===== src/rtc_pkg.sv =====
// Purpose: shared constants of the calendar clock block: register map, fields, reset values
// Assumes: 32-bit APB register words at byte offsets below
// Notes: all offsets are byte addresses
package rtc_pkg;
    // ====================
    // register offsets
    localparam logic [7:0] A_TIME = 8'h00;
    localparam logic [7:0] A_DATE = 8'h04;
    localparam logic [7:0] A_SUBS = 8'h08;
    localparam logic [7:0] A_CTRL = 8'h0C;
    localparam logic [7:0] A_PRESC = 8'h10;
    localparam logic [7:0] A_WUTR = 8'h14;
    localparam logic [7:0] A_ALRA = 8'h18;
    localparam logic [7:0] A_ALRB = 8'h1C;
    localparam logic [7:0] A_SHIFT = 8'h20;
    localparam logic [7:0] A_CALIB = 8'h24;
    localparam logic [7:0] A_TSTIME = 8'h28;
    localparam logic [7:0] A_TSDATE = 8'h2C;
    localparam logic [7:0] A_TSSUB = 8'h30;
    localparam logic [7:0] A_TAMP = 8'h34;
    localparam logic [7:0] A_STAT = 8'h38;
    localparam logic [7:0] A_MASK = 8'h3C;
    localparam logic [7:0] A_BKP0 = 8'h40;
    // ====================
    // reset values
    localparam logic [6:0] PRE_A_RST = 7'h7F;
    localparam logic [14:0] PRE_S_RST = 15'h00FF;
    localparam logic [15:0] WUT_RST = 16'hFFFF;
    localparam logic [5:0] DAY_RST = 6'h01;
    localparam logic [4:0] MON_RST = 5'h01;
    localparam logic [2:0] WDAY_RST = 3'h1;
    // ====================
    // field positions
    localparam int T_MIN = 8;
    localparam int T_HOUR = 16;
    localparam int T_PM = 22;
    localparam int D_MON = 8;
    localparam int D_WDAY = 13;
    localparam int D_YEAR = 16;
    localparam int AM_SEC = 7;
    localparam int AM_MIN = 15;
    localparam int AM_HOUR = 23;
    localparam int P_ASYNC = 16;
    localparam int SH_ADD1S = 31;
    localparam int CAL_P = 15;
    localparam int C_FMT12 = 0;
    localparam int C_CLKSEL = 1;
    localparam int C_REFEN = 3;
    localparam int C_REF60 = 4;
    localparam int C_WUTE = 5;
    localparam int C_ALRAE = 6;
    localparam int C_ALRBE = 7;
    localparam int C_TAMPE = 8;
    localparam int C_TSE = 10;
    localparam int C_TSTAMP = 11;
    localparam int C_WUCK = 12;
    localparam int CTRL_W = 14;
    localparam int S_ALRA = 0;
    localparam int S_ALRB = 1;
    localparam int S_WUT = 2;
    localparam int S_TAMP = 3;
    localparam int S_TS = 5;
    localparam int NFLAG = 6;
    // ====================
    // calibration window and reference clock counts
    localparam int CAL_WIN = 20;
    localparam int CAL_SLOT = 11;
    localparam logic [5:0] REF50_LAST = 6'h31;
    localparam logic [5:0] REF60_LAST = 6'h3B;
endpackage


===== src/rtc_calendar_backup.sv =====
// Purpose: low-power BCD calendar clock with alarms, wakeup timer, tamper, timestamp, backup words
// Assumes: every clock source toggles far slower than MCLK; APB slave with no wait states
// Notes: BKP_RST clears the retained domain; SYS_RST clears only the bus side and synchronisers
//
// Contract
// - five 32-bit software backup words
// - backup words survive system reset, standby
// - clock and backup keep running every mode
// - BCD calendar fields, binary subsecond count
// - hours selectable 12 or 24 format
// - day rolls over at month length, leap
// - two alarms that can wake chip
// - periodic wakeup timer, programmable resolution, period
// - on-the-fly shift of 1 to 32767 subsecond counts
// - optional 50/60 Hz reference second source
// - digital calibration at about 1 ppm
// - two filtered tamper pins raise wake events
// - timestamp captures calendar on pin or tamper
// - timestamp event can wake the chip
// - clock chosen from four sources
//
// Implementation choices: the placing of the registers and register access over APB.
module rtc_calendar_backup #(
    parameter int BKP_NUM = 5
) (
    // clock and resets
    input wire logic MCLK,
    input wire logic SYS_RST,
    input wire logic BKP_RST,
    // apb slave
    input wire logic PSEL,
    input wire logic PENABLE,
    input wire logic PWRITE,
    input wire logic [7:0] PADDR,
    input wire logic [31:0] PWDATA,
    output logic [31:0] PRDATA,
    output logic PREADY,
    output logic PSLVERR,
    // calendar clock sources and reference
    input wire logic CLK_XTAL,
    input wire logic CLK_OSC,
    input wire logic CLK_LSI,
    input wire logic CLK_HSE,
    input wire logic REF_IN,
    // event pins
    input wire logic [1:0] TAMPER_IN,
    input wire logic TSTAMP_IN,
    // interrupt and wake request
    output logic IRQ
);
    // ====================
    // elaboration check
    if (BKP_NUM < 1 || BKP_NUM > 48)
    begin : g_chk
        $error("BKP_NUM must lie in 1..48");
    end

    // ====================
    // functions
    function automatic logic [7:0] bcd_inc(input logic [7:0] v);
        if (v[3:0] == 4'h9)
            bcd_inc = {v[7:4] + 4'h1, 4'h0};
        else
            bcd_inc = {v[7:4], v[3:0] + 4'h1};
    endfunction

    function automatic logic [5:0] month_last(input logic [4:0] mon, input logic [7:0] yr);
        logic leap;
        leap = yr[4] ? (yr[3:0] == 4'h2 || yr[3:0] == 4'h6)
                     : (yr[3:0] == 4'h0 || yr[3:0] == 4'h4 || yr[3:0] == 4'h8);
        case (mon)
            5'h02: month_last = leap ? 6'h29 : 6'h28;
            5'h04, 5'h06, 5'h09, 5'h11: month_last = 6'h30;
            default: month_last = 6'h31;
        endcase
    endfunction

    function automatic logic alarm_hit(input logic [23:0] cfg, input logic [31:0] t);
        alarm_hit = (cfg[rtc_pkg::AM_SEC] || cfg[6:0] == t[6:0])
                 && (cfg[rtc_pkg::AM_MIN] || cfg[14:8] == t[14:8])
                 && (cfg[rtc_pkg::AM_HOUR] || cfg[22:16] == t[22:16]);
    endfunction

    function automatic logic [7:0] bkp_addr(input int i);
        bkp_addr = 8'(int'(rtc_pkg::A_BKP0) + 4 * i);
    endfunction

    // ====================
    // declarations
    logic [7:0] s1_q, s2_q;
    logic src_q, ref_q, ts_q, extra_q, tick_dly_q;
    logic [rtc_pkg::CAL_WIN-1:0] cal_win_q;
    logic [6:0] pre_a_q, cnt_a_q;
    logic [14:0] pre_s_q, cnt_s_q;
    logic [5:0] ref_cnt_q;
    logic [6:0] sec_q, min_q;
    logic [5:0] hour_q, day_q;
    logic pm_q;
    logic [4:0] mon_q;
    logic [2:0] wday_q;
    logic [7:0] year_q;
    logic [rtc_pkg::CTRL_W-1:0] ctrl_q;
    logic [15:0] wutr_q, wut_cnt_q;
    logic [2:0] wdiv_q;
    logic [23:0] alra_q, alrb_q;
    logic [8:0] calm_q;
    logic calp_q;
    logic [3:0] tfilt_q;
    logic [3:0] tcnt_q [2];
    logic [1:0] tdone_q;
    logic [31:0] ts_time_q, ts_date_q;
    logic [14:0] ts_sub_q;
    logic [rtc_pkg::NFLAG-1:0] flag_q, mask_q, ev;
    logic [31:0] bkp_q [BKP_NUM];
    logic [31:0] prdata_q, rd_val;
    logic err_q, rd_hit;
    logic wr, src_sel, raw, drop, step, ptick, ref_sec, shift_wr, sec_tick;
    logic [5:0] ref_last;
    logic wrap_s, wrap_m, wrap_h, wrap_d;
    logic [7:0] sec_i, min_i, hour_i, day_i, mon_i, year_i;
    logic [31:0] time_w, date_w;
    logic wut_clk, wut_ev, ts_ev;
    logic [2:0] wmask;
    logic [1:0] tfire;

    // ====================
    // pin synchronisers
    always_ff @(posedge MCLK or posedge SYS_RST)
    begin
        if (SYS_RST)
        begin
            s1_q <= 8'h00;
            s2_q <= 8'h00;
        end
        else
        begin
            s1_q <= {TSTAMP_IN, TAMPER_IN, REF_IN, CLK_HSE, CLK_LSI, CLK_OSC, CLK_XTAL};
            s2_q <= s1_q;
        end
    end

    // a source switch may give one spurious pulse
    assign src_sel = s2_q[ctrl_q[rtc_pkg::C_CLKSEL +: 2]];

    always_ff @(posedge MCLK or posedge SYS_RST)
    begin
        if (SYS_RST)
        begin
            src_q <= 1'b0;
            ref_q <= 1'b0;
            ts_q <= 1'b0;
        end
        else
        begin
            src_q <= src_sel;
            ref_q <= s2_q[4];
            ts_q <= s2_q[7];
        end
    end

    assign raw = src_sel & ~src_q;

    // ====================
    // calibration: drop calm_q or add 512 pulses per 2^20
    assign drop = raw && cal_win_q[rtc_pkg::CAL_SLOT-1:0] == '0
               && cal_win_q[rtc_pkg::CAL_WIN-1:rtc_pkg::CAL_SLOT] < calm_q;
    assign step = (raw & ~drop) | extra_q;

    always_ff @(posedge MCLK or posedge BKP_RST)
    begin
        if (BKP_RST)
        begin
            cal_win_q <= '0;
            extra_q <= 1'b0;
        end
        else
        begin
            if (raw)
                cal_win_q <= cal_win_q + 1'b1;
            extra_q <= raw & calp_q & (cal_win_q[rtc_pkg::CAL_SLOT-1:0] == '0);
        end
    end

    // ====================
    // prescalers, shift and reference second
    assign wr = PSEL & PENABLE & PWRITE;
    assign shift_wr = wr && PADDR == rtc_pkg::A_SHIFT;
    assign ptick = step && cnt_a_q == 7'h00 && cnt_s_q == 15'h0000;
    assign ref_last = ctrl_q[rtc_pkg::C_REF60] ? rtc_pkg::REF60_LAST : rtc_pkg::REF50_LAST;
    assign ref_sec = s2_q[4] && !ref_q && ref_cnt_q == ref_last;
    // the reference input replaces the prescaler second when enabled
    assign sec_tick = (ctrl_q[rtc_pkg::C_REFEN] ? ref_sec : ptick)
                    | (shift_wr & PWDATA[rtc_pkg::SH_ADD1S]);

    always_ff @(posedge MCLK or posedge BKP_RST)
    begin
        if (BKP_RST)
        begin
            cnt_a_q <= rtc_pkg::PRE_A_RST;
            cnt_s_q <= rtc_pkg::PRE_S_RST;
        end
        else if (shift_wr)
            cnt_s_q <= cnt_s_q + PWDATA[14:0];
        else if (step)
        begin
            if (cnt_a_q != 7'h00)
                cnt_a_q <= cnt_a_q - 7'h01;
            else
            begin
                cnt_a_q <= pre_a_q;
                cnt_s_q <= (cnt_s_q == 15'h0000) ? pre_s_q : cnt_s_q - 15'h0001;
            end
        end
    end

    always_ff @(posedge MCLK or posedge BKP_RST)
    begin
        if (BKP_RST)
            ref_cnt_q <= 6'h00;
        else if (!ctrl_q[rtc_pkg::C_REFEN])
            ref_cnt_q <= 6'h00;
        else if (s2_q[4] && !ref_q)
            ref_cnt_q <= (ref_cnt_q == ref_last) ? 6'h00 : ref_cnt_q + 6'h01;
    end

    // ====================
    // calendar
    assign sec_i = bcd_inc({1'b0, sec_q});
    assign min_i = bcd_inc({1'b0, min_q});
    assign hour_i = bcd_inc({2'b00, hour_q});
    assign day_i = bcd_inc({2'b00, day_q});
    assign mon_i = bcd_inc({3'b000, mon_q});
    assign year_i = bcd_inc(year_q);
    assign wrap_s = sec_q == 7'h59;
    assign wrap_m = min_q == 7'h59;
    assign wrap_h = ctrl_q[rtc_pkg::C_FMT12] ? (hour_q == 6'h11 && pm_q) : (hour_q == 6'h23);
    assign wrap_d = day_q == month_last(mon_q, year_q);
    assign time_w = {9'h000, pm_q, hour_q, 1'b0, min_q, 1'b0, sec_q};
    assign date_w = {8'h00, year_q, wday_q, mon_q, 2'b00, day_q};

    // retained: keeps its time through system reset, though the synchronisers pass no pulses while SYS_RST is high
    always_ff @(posedge MCLK or posedge BKP_RST)
    begin
        if (BKP_RST)
        begin
            sec_q <= 7'h00;
            min_q <= 7'h00;
            hour_q <= 6'h00;
            pm_q <= 1'b0;
        end
        else if (wr && PADDR == rtc_pkg::A_TIME)
        begin
            sec_q <= PWDATA[6:0];
            min_q <= PWDATA[rtc_pkg::T_MIN +: 7];
            hour_q <= PWDATA[rtc_pkg::T_HOUR +: 6];
            pm_q <= PWDATA[rtc_pkg::T_PM];
        end
        else if (sec_tick)
        begin
            sec_q <= wrap_s ? 7'h00 : sec_i[6:0];
            if (wrap_s)
                min_q <= wrap_m ? 7'h00 : min_i[6:0];
            if (wrap_s && wrap_m)
            begin
                if (ctrl_q[rtc_pkg::C_FMT12])
                begin
                    hour_q <= (hour_q == 6'h12) ? 6'h01 : hour_i[5:0];
                    if (hour_q == 6'h11)
                        pm_q <= ~pm_q;
                end
                else
                    hour_q <= wrap_h ? 6'h00 : hour_i[5:0];
            end
        end
    end

    always_ff @(posedge MCLK or posedge BKP_RST)
    begin
        if (BKP_RST)
        begin
            day_q <= rtc_pkg::DAY_RST;
            mon_q <= rtc_pkg::MON_RST;
            wday_q <= rtc_pkg::WDAY_RST;
            year_q <= 8'h00;
        end
        else if (wr && PADDR == rtc_pkg::A_DATE)
        begin
            day_q <= PWDATA[5:0];
            mon_q <= PWDATA[rtc_pkg::D_MON +: 5];
            wday_q <= PWDATA[rtc_pkg::D_WDAY +: 3];
            year_q <= PWDATA[rtc_pkg::D_YEAR +: 8];
        end
        else if (sec_tick && wrap_s && wrap_m && wrap_h)
        begin
            wday_q <= (wday_q == 3'h7) ? 3'h1 : wday_q + 3'h1;
            day_q <= wrap_d ? 6'h01 : day_i[5:0];
            if (wrap_d)
                mon_q <= (mon_q == 5'h12) ? 5'h01 : mon_i[4:0];
            if (wrap_d && mon_q == 5'h12)
                year_q <= (year_q == 8'h99) ? 8'h00 : year_i;
        end
    end

    // ====================
    // configuration registers
    always_ff @(posedge MCLK or posedge BKP_RST)
    begin
        if (BKP_RST)
        begin
            ctrl_q <= '0;
            pre_a_q <= rtc_pkg::PRE_A_RST;
            pre_s_q <= rtc_pkg::PRE_S_RST;
            wutr_q <= rtc_pkg::WUT_RST;
            alra_q <= 24'h000000;
            alrb_q <= 24'h000000;
            calm_q <= 9'h000;
            calp_q <= 1'b0;
            tfilt_q <= 4'h0;
            mask_q <= '0;
        end
        else if (wr)
        begin
            case (PADDR)
                rtc_pkg::A_CTRL: ctrl_q <= PWDATA[rtc_pkg::CTRL_W-1:0];
                rtc_pkg::A_PRESC:
                begin
                    pre_s_q <= PWDATA[14:0];
                    pre_a_q <= PWDATA[rtc_pkg::P_ASYNC +: 7];
                end
                rtc_pkg::A_WUTR: wutr_q <= PWDATA[15:0];
                rtc_pkg::A_ALRA: alra_q <= PWDATA[23:0];
                rtc_pkg::A_ALRB: alrb_q <= PWDATA[23:0];
                rtc_pkg::A_CALIB:
                begin
                    calm_q <= PWDATA[8:0];
                    calp_q <= PWDATA[rtc_pkg::CAL_P];
                end
                rtc_pkg::A_TAMP: tfilt_q <= PWDATA[3:0];
                rtc_pkg::A_MASK: mask_q <= PWDATA[rtc_pkg::NFLAG-1:0];
                default: ;
            endcase
        end
    end

    // ====================
    // alarms: compared a cycle after the tick, on the new time
    always_ff @(posedge MCLK or posedge BKP_RST)
    begin
        if (BKP_RST)
            tick_dly_q <= 1'b0;
        else
            tick_dly_q <= sec_tick;
    end

    assign ev[rtc_pkg::S_ALRA] = tick_dly_q & ctrl_q[rtc_pkg::C_ALRAE] & alarm_hit(alra_q, time_w);
    assign ev[rtc_pkg::S_ALRB] = tick_dly_q & ctrl_q[rtc_pkg::C_ALRBE] & alarm_hit(alrb_q, time_w);

    // ====================
    // wakeup timer: clock is pulses/2, /4, /8 or the second tick
    always_comb
    begin
        case (ctrl_q[rtc_pkg::C_WUCK +: 2])
            2'h0: wmask = 3'h1;
            2'h1: wmask = 3'h3;
            default: wmask = 3'h7;
        endcase
    end

    assign wut_clk = (ctrl_q[rtc_pkg::C_WUCK +: 2] == 2'h3) ? sec_tick
                   : (step && (wdiv_q & wmask) == wmask);
    assign wut_ev = ctrl_q[rtc_pkg::C_WUTE] && wut_clk && wut_cnt_q == 16'h0000;
    assign ev[rtc_pkg::S_WUT] = wut_ev;

    always_ff @(posedge MCLK or posedge BKP_RST)
    begin
        if (BKP_RST)
        begin
            wdiv_q <= 3'h0;
            wut_cnt_q <= rtc_pkg::WUT_RST;
        end
        else
        begin
            if (step)
                wdiv_q <= wdiv_q + 3'h1;
            if (!ctrl_q[rtc_pkg::C_WUTE])
                wut_cnt_q <= wutr_q;
            else if (wut_clk)
                wut_cnt_q <= wut_ev ? wutr_q : wut_cnt_q - 16'h0001;
        end
    end

    // ====================
    // tamper: high for tfilt_q pulses; zero fires at once
    always_comb
    begin
        for (int i = 0; i < 2; i++)
            tfire[i] = s2_q[5 + i] && !tdone_q[i]
                    && (tfilt_q == 4'h0 || (step && tcnt_q[i] == tfilt_q - 4'h1));
    end

    assign ev[rtc_pkg::S_TAMP +: 2] = tfire & ctrl_q[rtc_pkg::C_TAMPE +: 2];

    always_ff @(posedge MCLK or posedge BKP_RST)
    begin
        if (BKP_RST)
        begin
            tcnt_q[0] <= 4'h0;
            tcnt_q[1] <= 4'h0;
            tdone_q <= 2'b00;
        end
        else
        begin
            for (int i = 0; i < 2; i++)
            begin
                if (!s2_q[5 + i])
                begin
                    tcnt_q[i] <= 4'h0;
                    tdone_q[i] <= 1'b0;
                end
                else if (tfire[i])
                    tdone_q[i] <= 1'b1;
                else if (step && !tdone_q[i])
                    tcnt_q[i] <= tcnt_q[i] + 4'h1;
            end
        end
    end

    // ====================
    // timestamp
    assign ts_ev = ctrl_q[rtc_pkg::C_TSE]
                && ((s2_q[7] && !ts_q) || (ctrl_q[rtc_pkg::C_TSTAMP] && |ev[rtc_pkg::S_TAMP +: 2]));
    assign ev[rtc_pkg::S_TS] = ts_ev;

    always_ff @(posedge MCLK or posedge BKP_RST)
    begin
        if (BKP_RST)
        begin
            ts_time_q <= 32'h00000000;
            ts_date_q <= 32'h00000000;
            ts_sub_q <= 15'h0000;
        end
        else if (ts_ev)
        begin
            ts_time_q <= time_w;
            ts_date_q <= date_w;
            ts_sub_q <= cnt_s_q;
        end
    end

    // ====================
    // sticky flags, write one to clear; a new event wins over the clear
    always_ff @(posedge MCLK or posedge BKP_RST)
    begin
        if (BKP_RST)
            flag_q <= '0;
        else if (wr && PADDR == rtc_pkg::A_STAT)
            flag_q <= (flag_q & ~PWDATA[rtc_pkg::NFLAG-1:0]) | ev;
        else
            flag_q <= flag_q | ev;
    end

    // also the wake request in stop and standby
    assign IRQ = |(flag_q & mask_q);

    // ====================
    // backup words: only BKP_RST clears them
    always_ff @(posedge MCLK or posedge BKP_RST)
    begin
        if (BKP_RST)
        begin
            for (int i = 0; i < BKP_NUM; i++)
                bkp_q[i] <= 32'h00000000;
        end
        else
        begin
            for (int i = 0; i < BKP_NUM; i++)
                if (wr && PADDR == bkp_addr(i))
                    bkp_q[i] <= PWDATA;
        end
    end

    // ====================
    // apb read side: data latched in the setup cycle, zero wait states
    always_comb
    begin
        rd_hit = 1'b1;
        rd_val = 32'h00000000;
        case (PADDR)
            rtc_pkg::A_TIME: rd_val = time_w;
            rtc_pkg::A_DATE: rd_val = date_w;
            rtc_pkg::A_SUBS: rd_val = {17'h00000, cnt_s_q};
            rtc_pkg::A_CTRL: rd_val = {18'h00000, ctrl_q};
            rtc_pkg::A_PRESC: rd_val = {9'h000, pre_a_q, 1'b0, pre_s_q};
            rtc_pkg::A_WUTR: rd_val = {16'h0000, wutr_q};
            rtc_pkg::A_ALRA: rd_val = {8'h00, alra_q};
            rtc_pkg::A_ALRB: rd_val = {8'h00, alrb_q};
            rtc_pkg::A_SHIFT: rd_val = 32'h00000000;
            rtc_pkg::A_CALIB: rd_val = {16'h0000, calp_q, 6'h00, calm_q};
            rtc_pkg::A_TSTIME: rd_val = ts_time_q;
            rtc_pkg::A_TSDATE: rd_val = ts_date_q;
            rtc_pkg::A_TSSUB: rd_val = {17'h00000, ts_sub_q};
            rtc_pkg::A_TAMP: rd_val = {28'h0000000, tfilt_q};
            rtc_pkg::A_STAT: rd_val = {26'h0000000, flag_q};
            rtc_pkg::A_MASK: rd_val = {26'h0000000, mask_q};
            default: rd_hit = 1'b0;
        endcase
        for (int i = 0; i < BKP_NUM; i++)
        begin
            if (PADDR == bkp_addr(i))
            begin
                rd_hit = 1'b1;
                rd_val = bkp_q[i];
            end
        end
    end

    always_ff @(posedge MCLK or posedge SYS_RST)
    begin
        if (SYS_RST)
        begin
            prdata_q <= 32'h00000000;
            err_q <= 1'b0;
        end
        else if (PSEL && !PENABLE)
        begin
            prdata_q <= PWRITE ? 32'h00000000 : rd_val;
            err_q <= ~rd_hit;
        end
    end

    assign PRDATA = prdata_q;
    assign PREADY = 1'b1;
    assign PSLVERR = PSEL & PENABLE & err_q;

endmodule // rtc_calendar_backup


===== config.mk =====
export PLATFORM = sky130hd
export DESIGN_NAME = rtc_calendar_backup
export DESIGN_NICKNAME = d
export VERILOG_FILES = /design/src/rtc_pkg.sv /design/src/rtc_calendar_backup.sv
export SDC_FILE = /design/constraint.sdc
export NUM_CORES = 1
export LEC_CHECK = 0
export ABC_AREA = 1
export BUFFER_PORTS_ARGS = -buffer_cell sky130_fd_sc_hd__buf_2
export CORE_MARGIN = 1.5
export CORE_UTILIZATION = 55
export CTS_BUF_LIST = sky130_fd_sc_hd__clkbuf_16
export DETAILED_ROUTE_END_ITERATION = 10
export PLACE_DENSITY = 0.78
export SLEW_MARGIN = 20
export SYNTH_ARGS = -nofsm -noshare
export SYNTH_HDL_FRONTEND = slang
export SYNTH_SLANG_ARGS = --single-unit

===== constraint.sdc =====
create_clock -name MCLK -period 14.3 [get_ports MCLK]
set_clock_uncertainty 0.05 [all_clocks]
set_input_delay 0.715 -clock MCLK [delete_from_list [all_inputs] [get_ports MCLK]]
set_output_delay 0.715 -clock MCLK [all_outputs]
set_load 0.005 [all_outputs]

==> impl_metrics.json, run 1 <==
{
  "status": "completed",
  "die_area_um2": 49300,
  "cts_made_buffers": 54,
  "remaining_drc_errors": 0,
  "grt_max_degree": 126,
  "antenna_found_initial": 1,
  "syn_inst": 3264,
  "synthTopCellsByArea": "dfrtp_1 43%, nand2_1 13%, o21ai_0 8.3%, dfstp_2 6.5%, nand3_1 4.2%",
  "synth_area_um2": 26400,
  "p_sw_uw": 821,
  "cts_sinks": 518,
  "ant_nets": 0,
  "crit_type": "input port to flip-flop",
  "clk_latency_ps": 630,
  "endpoint_kind": "flip-flop",
  "top_level_ports": 89,
  "crit_chain": "buf_2, nor2_1, nand3_1, nor2_2, inv_2, nor2_2, inv_1, nand2_1, inv_2, nand2_1, nand2_1",
  "synth-edff-count": 0,
  "critPathBufInv": 4,
  "rsz0062_at_grt": "false",
  "multi_input_area_um2": 11600,
  "grtUsageTotal": 0.342,
  "cts_hold_buf": 0,
  "finish.utilization": 0.604,
  "syn_to_final_growth_pct": 8.88,
  "setup_viol_count_final": 0,
  "synth_cell_type_count": 61,
  "crit_fanout": 29,
  "swShare": 0.263,
  "power_density_nw_per_um2": 109,
  "setup_tns_ps": 0,
  "combPwrFrac": 0.076,
  "period_needed_ps": 3840,
  "hpwlAfterDp_um": 57200,
  "fp.dieH_um": 222,
  "cts_buffer_depth": 3,
  "coreArea_um2": 47500,
  "p_total_mw": 3.12,
  "finalHoldViolCount": 0,
  "synth_seq_cells": 518,
  "overflow": 0,
  "synth_seq_area_share": 0.494,
  "leakage_nw": 13.9,
  "fin_crit_sh": 0.268,
  "crit_top_cell": "nand2_1",
  "gp_congestion": 1.03,
  "fillers": 4099,
  "path_clk_slew_ps": 60,
  "first_pass_iters": 7,
  "synth_ff_type": "dfrtp_1",
  "drive_above_1_share": 0.0952,
  "initial_core_util": 0.555,
  "htree_levels": 2,
  "critPathTopFamily": "simple AND/OR/NAND/NOR gates",
  "rows": 80,
  "clockRootBuffer": "clkbuf_16",
  "post-synth-top-area-cell": "dfrtp_1",
  "seq_power_share": 0.504,
  "required_ps": 14770,
  "grt_pass1_wl_um": 131000,
  "seq_area_um2": 13000,
  "grt_pass1_vias": 23000,
  "ir_worst_vdd_uv": 96.8,
  "slew_headroom": 0.232,
  "hp-class": "input port to flip-flop",
  "fmax_mhz": 261,
  "die-width_um": 222,
  "clkPwrFrac": 0.420,
  "syn-num-nets": 3368,
  "drv_slew": 0,
  "critPathLaunchType": "input port",
  "wl_um": 84000,
  "post_cts_buffers": 0,
  "fin_nets": 3371,
  "yosysTopAreaCellShare": 0.430,
  "cts_tree": "built",
  "internal_power_mw": 2.30,
  "drt_iter0_drc": 2887,
  "wire_per_inst_um": 21.4,
  "tightestPinTransition_ps": 1150,
  "dp_slack_ps": 9990,
  "vias": 23900,
  "maxCapViolations": 0,
  "numPortBuffers": 87,
  "synth_area_per_cell_um2": 8.08,
  "cts_resized": 0,
  "fin_ws_ps": 10460,
  "async_flop_share": 1.00,
  "arrival_ps": 4300,
  "yosysWarnings": 0,
  "vias_per_cell": 6.09,
  "critical-path-max-stage-delay_ps": 680,
  "critPathSlowestCell": "nand2_1"
}
## synthesized netlist by cell type, types with 17 or more instances
library cell	instances
a21oi_1	85
a221oi_1	27
buf_2	21
clkbuf_1	128
dfrtp_1	453
dfstp_2	65
ha_1	49
inv_1	272
nand2_1	921
nand3_1	219
nand4_1	41
nor2_1	164
nor3_1	30
o21ai_0	440
o22ai_1	57
or2_2	17
xnor2_1	35
xor2_1	59
## power by group through the flow
| stage | clock network (mW) | registers [mW] | logic (mW) |
|---|---|---|---|
| after floorplan | 0 | 1.58 | 0.169 |
| after global placement | 0 | 1.59 | 0.224 |
| after detailed placement | 0 | 1.60 | 0.233 |
| after CTS | 1.32 | 1.57 | 0.235 |
| after global routing | 1.38 | 1.58 | 0.268 |
| final | 1.31 | 1.57 | 0.237 |
## area by class of cell
type / instances / area share
clock buffers: 54 / 0.0470
repair buffers: 110 / 0.0214
clock inverters: 44 / 0.00888
multi-input cells: 2298 / 0.404
well taps: 615 / 0.0268
diodes: 2 / 0.000174
flip-flops and latches: 518 / 0.454
inverters: 285 / 0.0375
## cells by family (layout without fill, tap and decap cells)
group           after synthesis  in the layout  synth area share
buf+inv                     448            493            0.0672
other cells                   1              3          0.000142
xor+xnor                     94             94            0.0312
compound gates              707            707             0.151
fa+ha+maj                    50             50            0.0240
simple gates               1446           1446             0.232
flops                       518            518             0.494
## sequential cells by signal (all words and copies together) (netlist names), 7 cells and up
name and count:
PRDATA 32, alra_q 24, alrb_q 24, bkp_q 160, cal_win_q 20, calm_q 9
cnt_a_q 7, cnt_s_q 15, ctrl_q 14, min_q 7, pre_a_q 7, pre_s_q 15
s1_q 8, s2_q 8, sec_q 7, tcnt_q 8, ts_date_q 22, ts_sub_q 15
ts_time_q 21, wut_cnt_q 16, wutr_q 16, year_q 8
## worst reg2reg max path, cell delays in order (launching register included)
cell,delay (ps)
dfrtp_1,390
inv_1,200
ha_1,300
nand2_1,100
inv_1,40
nand2_1,50
nand2_1,50
nor2_1,100
nand2_1,60
nand2_1,90
nand2_4,120
nand3b_1,110
nand2_1,90
nand4_1,110
nand2_1,60
nand2_1,70
nand2_2,50
buf_4,370
nand2_2,160
buf_4,600
nand2_1,190
nand2_1,90
## stage by stage
step	hold slack, ps	cell area, um2	cells
2_1_floorplan	281	26400	3264
3_3_place_gp	289	27100	3826
3_5_place_dp	287	27100	3826
4_1_cts	122	28700	3924
5_1_grt	135	28700	3924
6_report	148	28700	3926
## routing by layer
| metal | global-route usage | vias up | share of wire |
|---|---|---|---|
| met2 | 0.526 | 1296 | 0.45 |
| met3 | 0.0734 | 301 | 0.097 |
| met5 | 0 | - | 0.00023 |
| met1 | 0.447 | 11500 | 0.39 |
| met4 | 0.199 | 2 | 0.061 |
| li1 | - | 10800 | - |
## path summary, 6_finish.rpt
| kind | startpoint | slack [ps] | endpoint | cells after the start |
|---|---|---|---|---|
| worst max-delay path | PADDR[1] | 10460 | day_q[2] | 11 |
| min in group asynchronous | BKP_RST | 190 | ts_date_q[21] | 2 |
| worst min-delay path | TAMPER_IN[0] | 150 | s1_q[5] | 1 |
| worst min register to register | s1_q[2] | 300 | s2_q[2] | 0 |
| max in group asynchronous | BKP_RST | 11750 | tcnt_q[7] | 4 |
| worst max register to register | calm_q[8] | 10800 | ts_date_q[4] | 21 |
## cell usage in the layout (no fill, tap or decap), types with 5 or more instances in the layout
| master | count |
|---|---|
| a31oi_1 | 13 |
| a22o_1 | 6 |
| a221oi_1 | 27 |
| nand2_1 | 916 |
| buf_4 | 21 |
| clkbuf_16 | 54 |
| dfstp_2 | 65 |
| or2_2 | 17 |
| nand3_1 | 218 |
| clkinv_1 | 23 |
| xor2_1 | 59 |
| o211ai_1 | 16 |
| nor2_1 | 163 |
| o221ai_1 | 12 |
| o2111ai_1 | 5 |
| o22ai_1 | 57 |
| clkinv_2 | 10 |
| a21oi_1 | 85 |
| a211oi_1 | 16 |
| o21ai_0 | 440 |
| nand2_2 | 14 |
| inv_1 | 281 |
| nor2_2 | 6 |
| inv_2 | 9 |
| ha_1 | 49 |
| dfrtp_1 | 452 |
| buf_2 | 87 |
| xnor2_1 | 35 |
| nor4_1 | 12 |
| nand2_4 | 9 |
| nor3_1 | 30 |
| nand4_1 | 41 |
Power figures use the tool's default switching activity.
==> inputs of run 2 (changes only) <==
==> constraint.sdc (replaced) <==
create_clock -name MCLK -period 3.5 [get_ports MCLK]
set_clock_uncertainty 0.05 [all_clocks]
set_input_delay 0.175 -clock MCLK [delete_from_list [all_inputs] [get_ports MCLK]]
set_output_delay 0.175 -clock MCLK [all_outputs]
set_load 0.005 [all_outputs]
==> run 2 against run 1 <==
Effect of this change:
- worst setup slack got worse by 10000 ps
- critical endpoint is now ts_date_q[8]
- final cell count rose by 1.9%
- largest cell class unchanged
- non-clock buffer count rose by 68
- final area is 3.0% higher
- via count grew 1.1%
==> impl_metrics.json, run 2 (synthesis results as in run 1) <==
{
  "top_register": "bkp_q",
  "r2r_start": "cal_win_q[15]",
  "crit_type": "flip-flop to flip-flop",
  "rsz0062_at_grt": "false",
  "p_sw_mw": 3.44,
  "maxCapViolations": 0,
  "min_from": "PWDATA[23]",
  "final_cell_mix": "917 x nand2_1, 452 x dfrtp_1, 440 x o21ai_0, 284 x inv_1, 218 x nand3_1",
  "dp_slack_ps": 493,
  "fmax_mhz": 328,
  "initial_core_util": 0.555,
  "leakage_nw": 14.3,
  "endpoint_kind": "flip-flop",
  "vias_per_cell": 6.04,
  "vias": 24200,
  "crit_chain": "ha_1, nand2_1, nor2_1, nand2_1, nand3_1, nand2_1, nand2_1, nand2_1, nand2_4, nand3b_1, nand2_1, nand4_1, nand2_1, nand2_1, nand2_2, buf_4, nand3_1, nand2_1",
  "drive_above_1_share": 0.107,
  "largest_reg_flops": 160,
  "tightestPinTransition_ps": 931,
  "coreArea_um2": 47500,
  "cts_buffer_depth": 3,
  "period_needed_ps": 3050,
  "critPathSlowestCell": "buf_4",
  "swShare": 0.256,
  "cts_made_buffers": 55,
  "htree_levels": 2,
  "power_density_nw_per_um2": 453,
  "setup_tns_ps": 0,
  "grt_max_degree": 106,
  "arrival_ps": 3550,
  "combPwrFrac": 0.075,
  "critPathLaunchType": "flip-flop",
  "crit_top_cell": "nand2_1",
  "p_total_mw": 13.4,
  "die_area_um2": 49300,
  "critical-path-max-stage-delay_ps": 590,
  "internal_power_mw": 9.98,
  "cts_sinks": 518,
  "clockRootBuffer": "clkbuf_16",
  "hpwlAfterDp_um": 59400,
  "ant_nets": 0,
  "layout_commonest_cell": "nand2_1",
  "gp_congestion": 1.02,
  "hp-class": "input port to flip-flop",
  "rows": 80,
  "finalHoldViolCount": 0,
  "wire_per_inst_um": 21.5,
  "critPathBufInv": 1,
  "status": "completed",
  "numPortBuffers": 87,
  "critPathTopFamily": "simple AND/OR/NAND/NOR gates",
  "drt_iter0_drc": 2789,
  "cts_tree": "built",
  "ir_worst_vdd_uv": 517,
  "fin_crit_sh": 0.871,
  "crit_fanout": 58,
  "top_level_ports": 89,
  "slew_headroom": 0.377,
  "wl_um": 86000,
  "drv_slew": 0,
  "startpoint": "cal_win_q[15]",
  "grt_pass1_wl_um": 133000,
  "remaining_drc_errors": 0,
  "grtUsageTotal": 0.348,
  "seq_power_share": 0.480,
  "clkPwrFrac": 0.445,
  "fp.dieH_um": 222,
  "overflow": 0,
  "setup_viol_count_final": 0,
  "antenna_found_initial": 2,
  "fin_ws_ps": 451,
  "syn_to_final_growth_pct": 12.1,
  "post_cts_buffers": 0,
  "required_ps": 4000,
  "first_pass_iters": 7,
  "grt_pass1_vias": 23400,
  "fin_nets": 3440,
  "path_clk_slew_ps": 60,
  "die-width_um": 222,
  "clk_latency_ps": 630
}
==> run 2: cell count changes in the layout (fill, tap and decap cells not counted), moves of 3 or more <==
cell and delta:
clkinv_1 -4, buf_4 +36, bufinv_16 +6, nand2_2 +3, inv_1 +3, buf_12 +7
dlygate4sd3_1 +27, clkinvlp_4 +3, nand2_4 -4, clkinv_2 -3
==> run 2: cell type report <==
cell class | count | area [um2]
clock buffers | 56 | 1400
repair buffers | 178 | 1270
inverters | 285 | 1070
clock inverters | 47 | 428
fillers | 4016 | 18000
multi-input cells | 2298 | 11600
well taps | 615 | 769
flip-flops and latches | 518 | 13000
diodes | 3 | 7.51
==> run 2: worst paths after layout <==
kind	end	cells after the start	slack, ps
worst max-delay path	ts_date_q[8]	18	450
min in group asynchronous	cnt_s_q[6]	2	30
worst min-delay path	bkp_q[23]	3	10
max in group asynchronous	s1_q[7]	4	2380
worst max register to register	ts_date_q[8]	18	450
worst min register to register	s2_q[7]	0	300
==> run 2: layer usage <==
metal  vias up  routed length [um]  global-route usage
met1     11600               33200               0.449
met3       301                8100              0.0673
met4         0                5490               0.205
met2      1306               39100               0.548
met5         -                   0                   0
li1      11000                   -                   -
==> run 2: timing repair <==
action | in CTS | in global routing
hold buffers | 27 | 0
gates resized for setup | 0 | 0
endpoints found under the hold margin | 102 | 0
==> run 2: power by group through the flow <==
stage	Clock, mW	Sequential (mW)	Combinational (mW)
after floorplan	0	6.44	0.690
after global placement	0	6.52	0.932
after detailed placement	0	6.52	0.967
after CTS	6.01	6.43	0.998
after global routing	6.22	6.45	1.13
final	5.97	6.44	1.00
==> run 2: worst reg2reg max path, delay by kind of cell (launching register included) <==
kind | cells | cell delay [ps]
and+or+nand+nor | 16 | 1610
DFF | 1 | 420
buffers and inverters | 1 | 590
adders and majority gates | 1 | 320
==> run 2: per-stage QoR <==
stage | area [um2] | instances | util | hold WS (ps)
global placement | 27500 | 3867 | 0.578 | 236
global route | 29600 | 3999 | 0.622 | 12.4
detailed placement | 27500 | 3867 | 0.578 | 237
finish | 29600 | 4000 | 0.622 | 10.1
floorplan | 26400 | 3264 | - | 156
CTS | 29600 | 3997 | 0.622 | 0.979
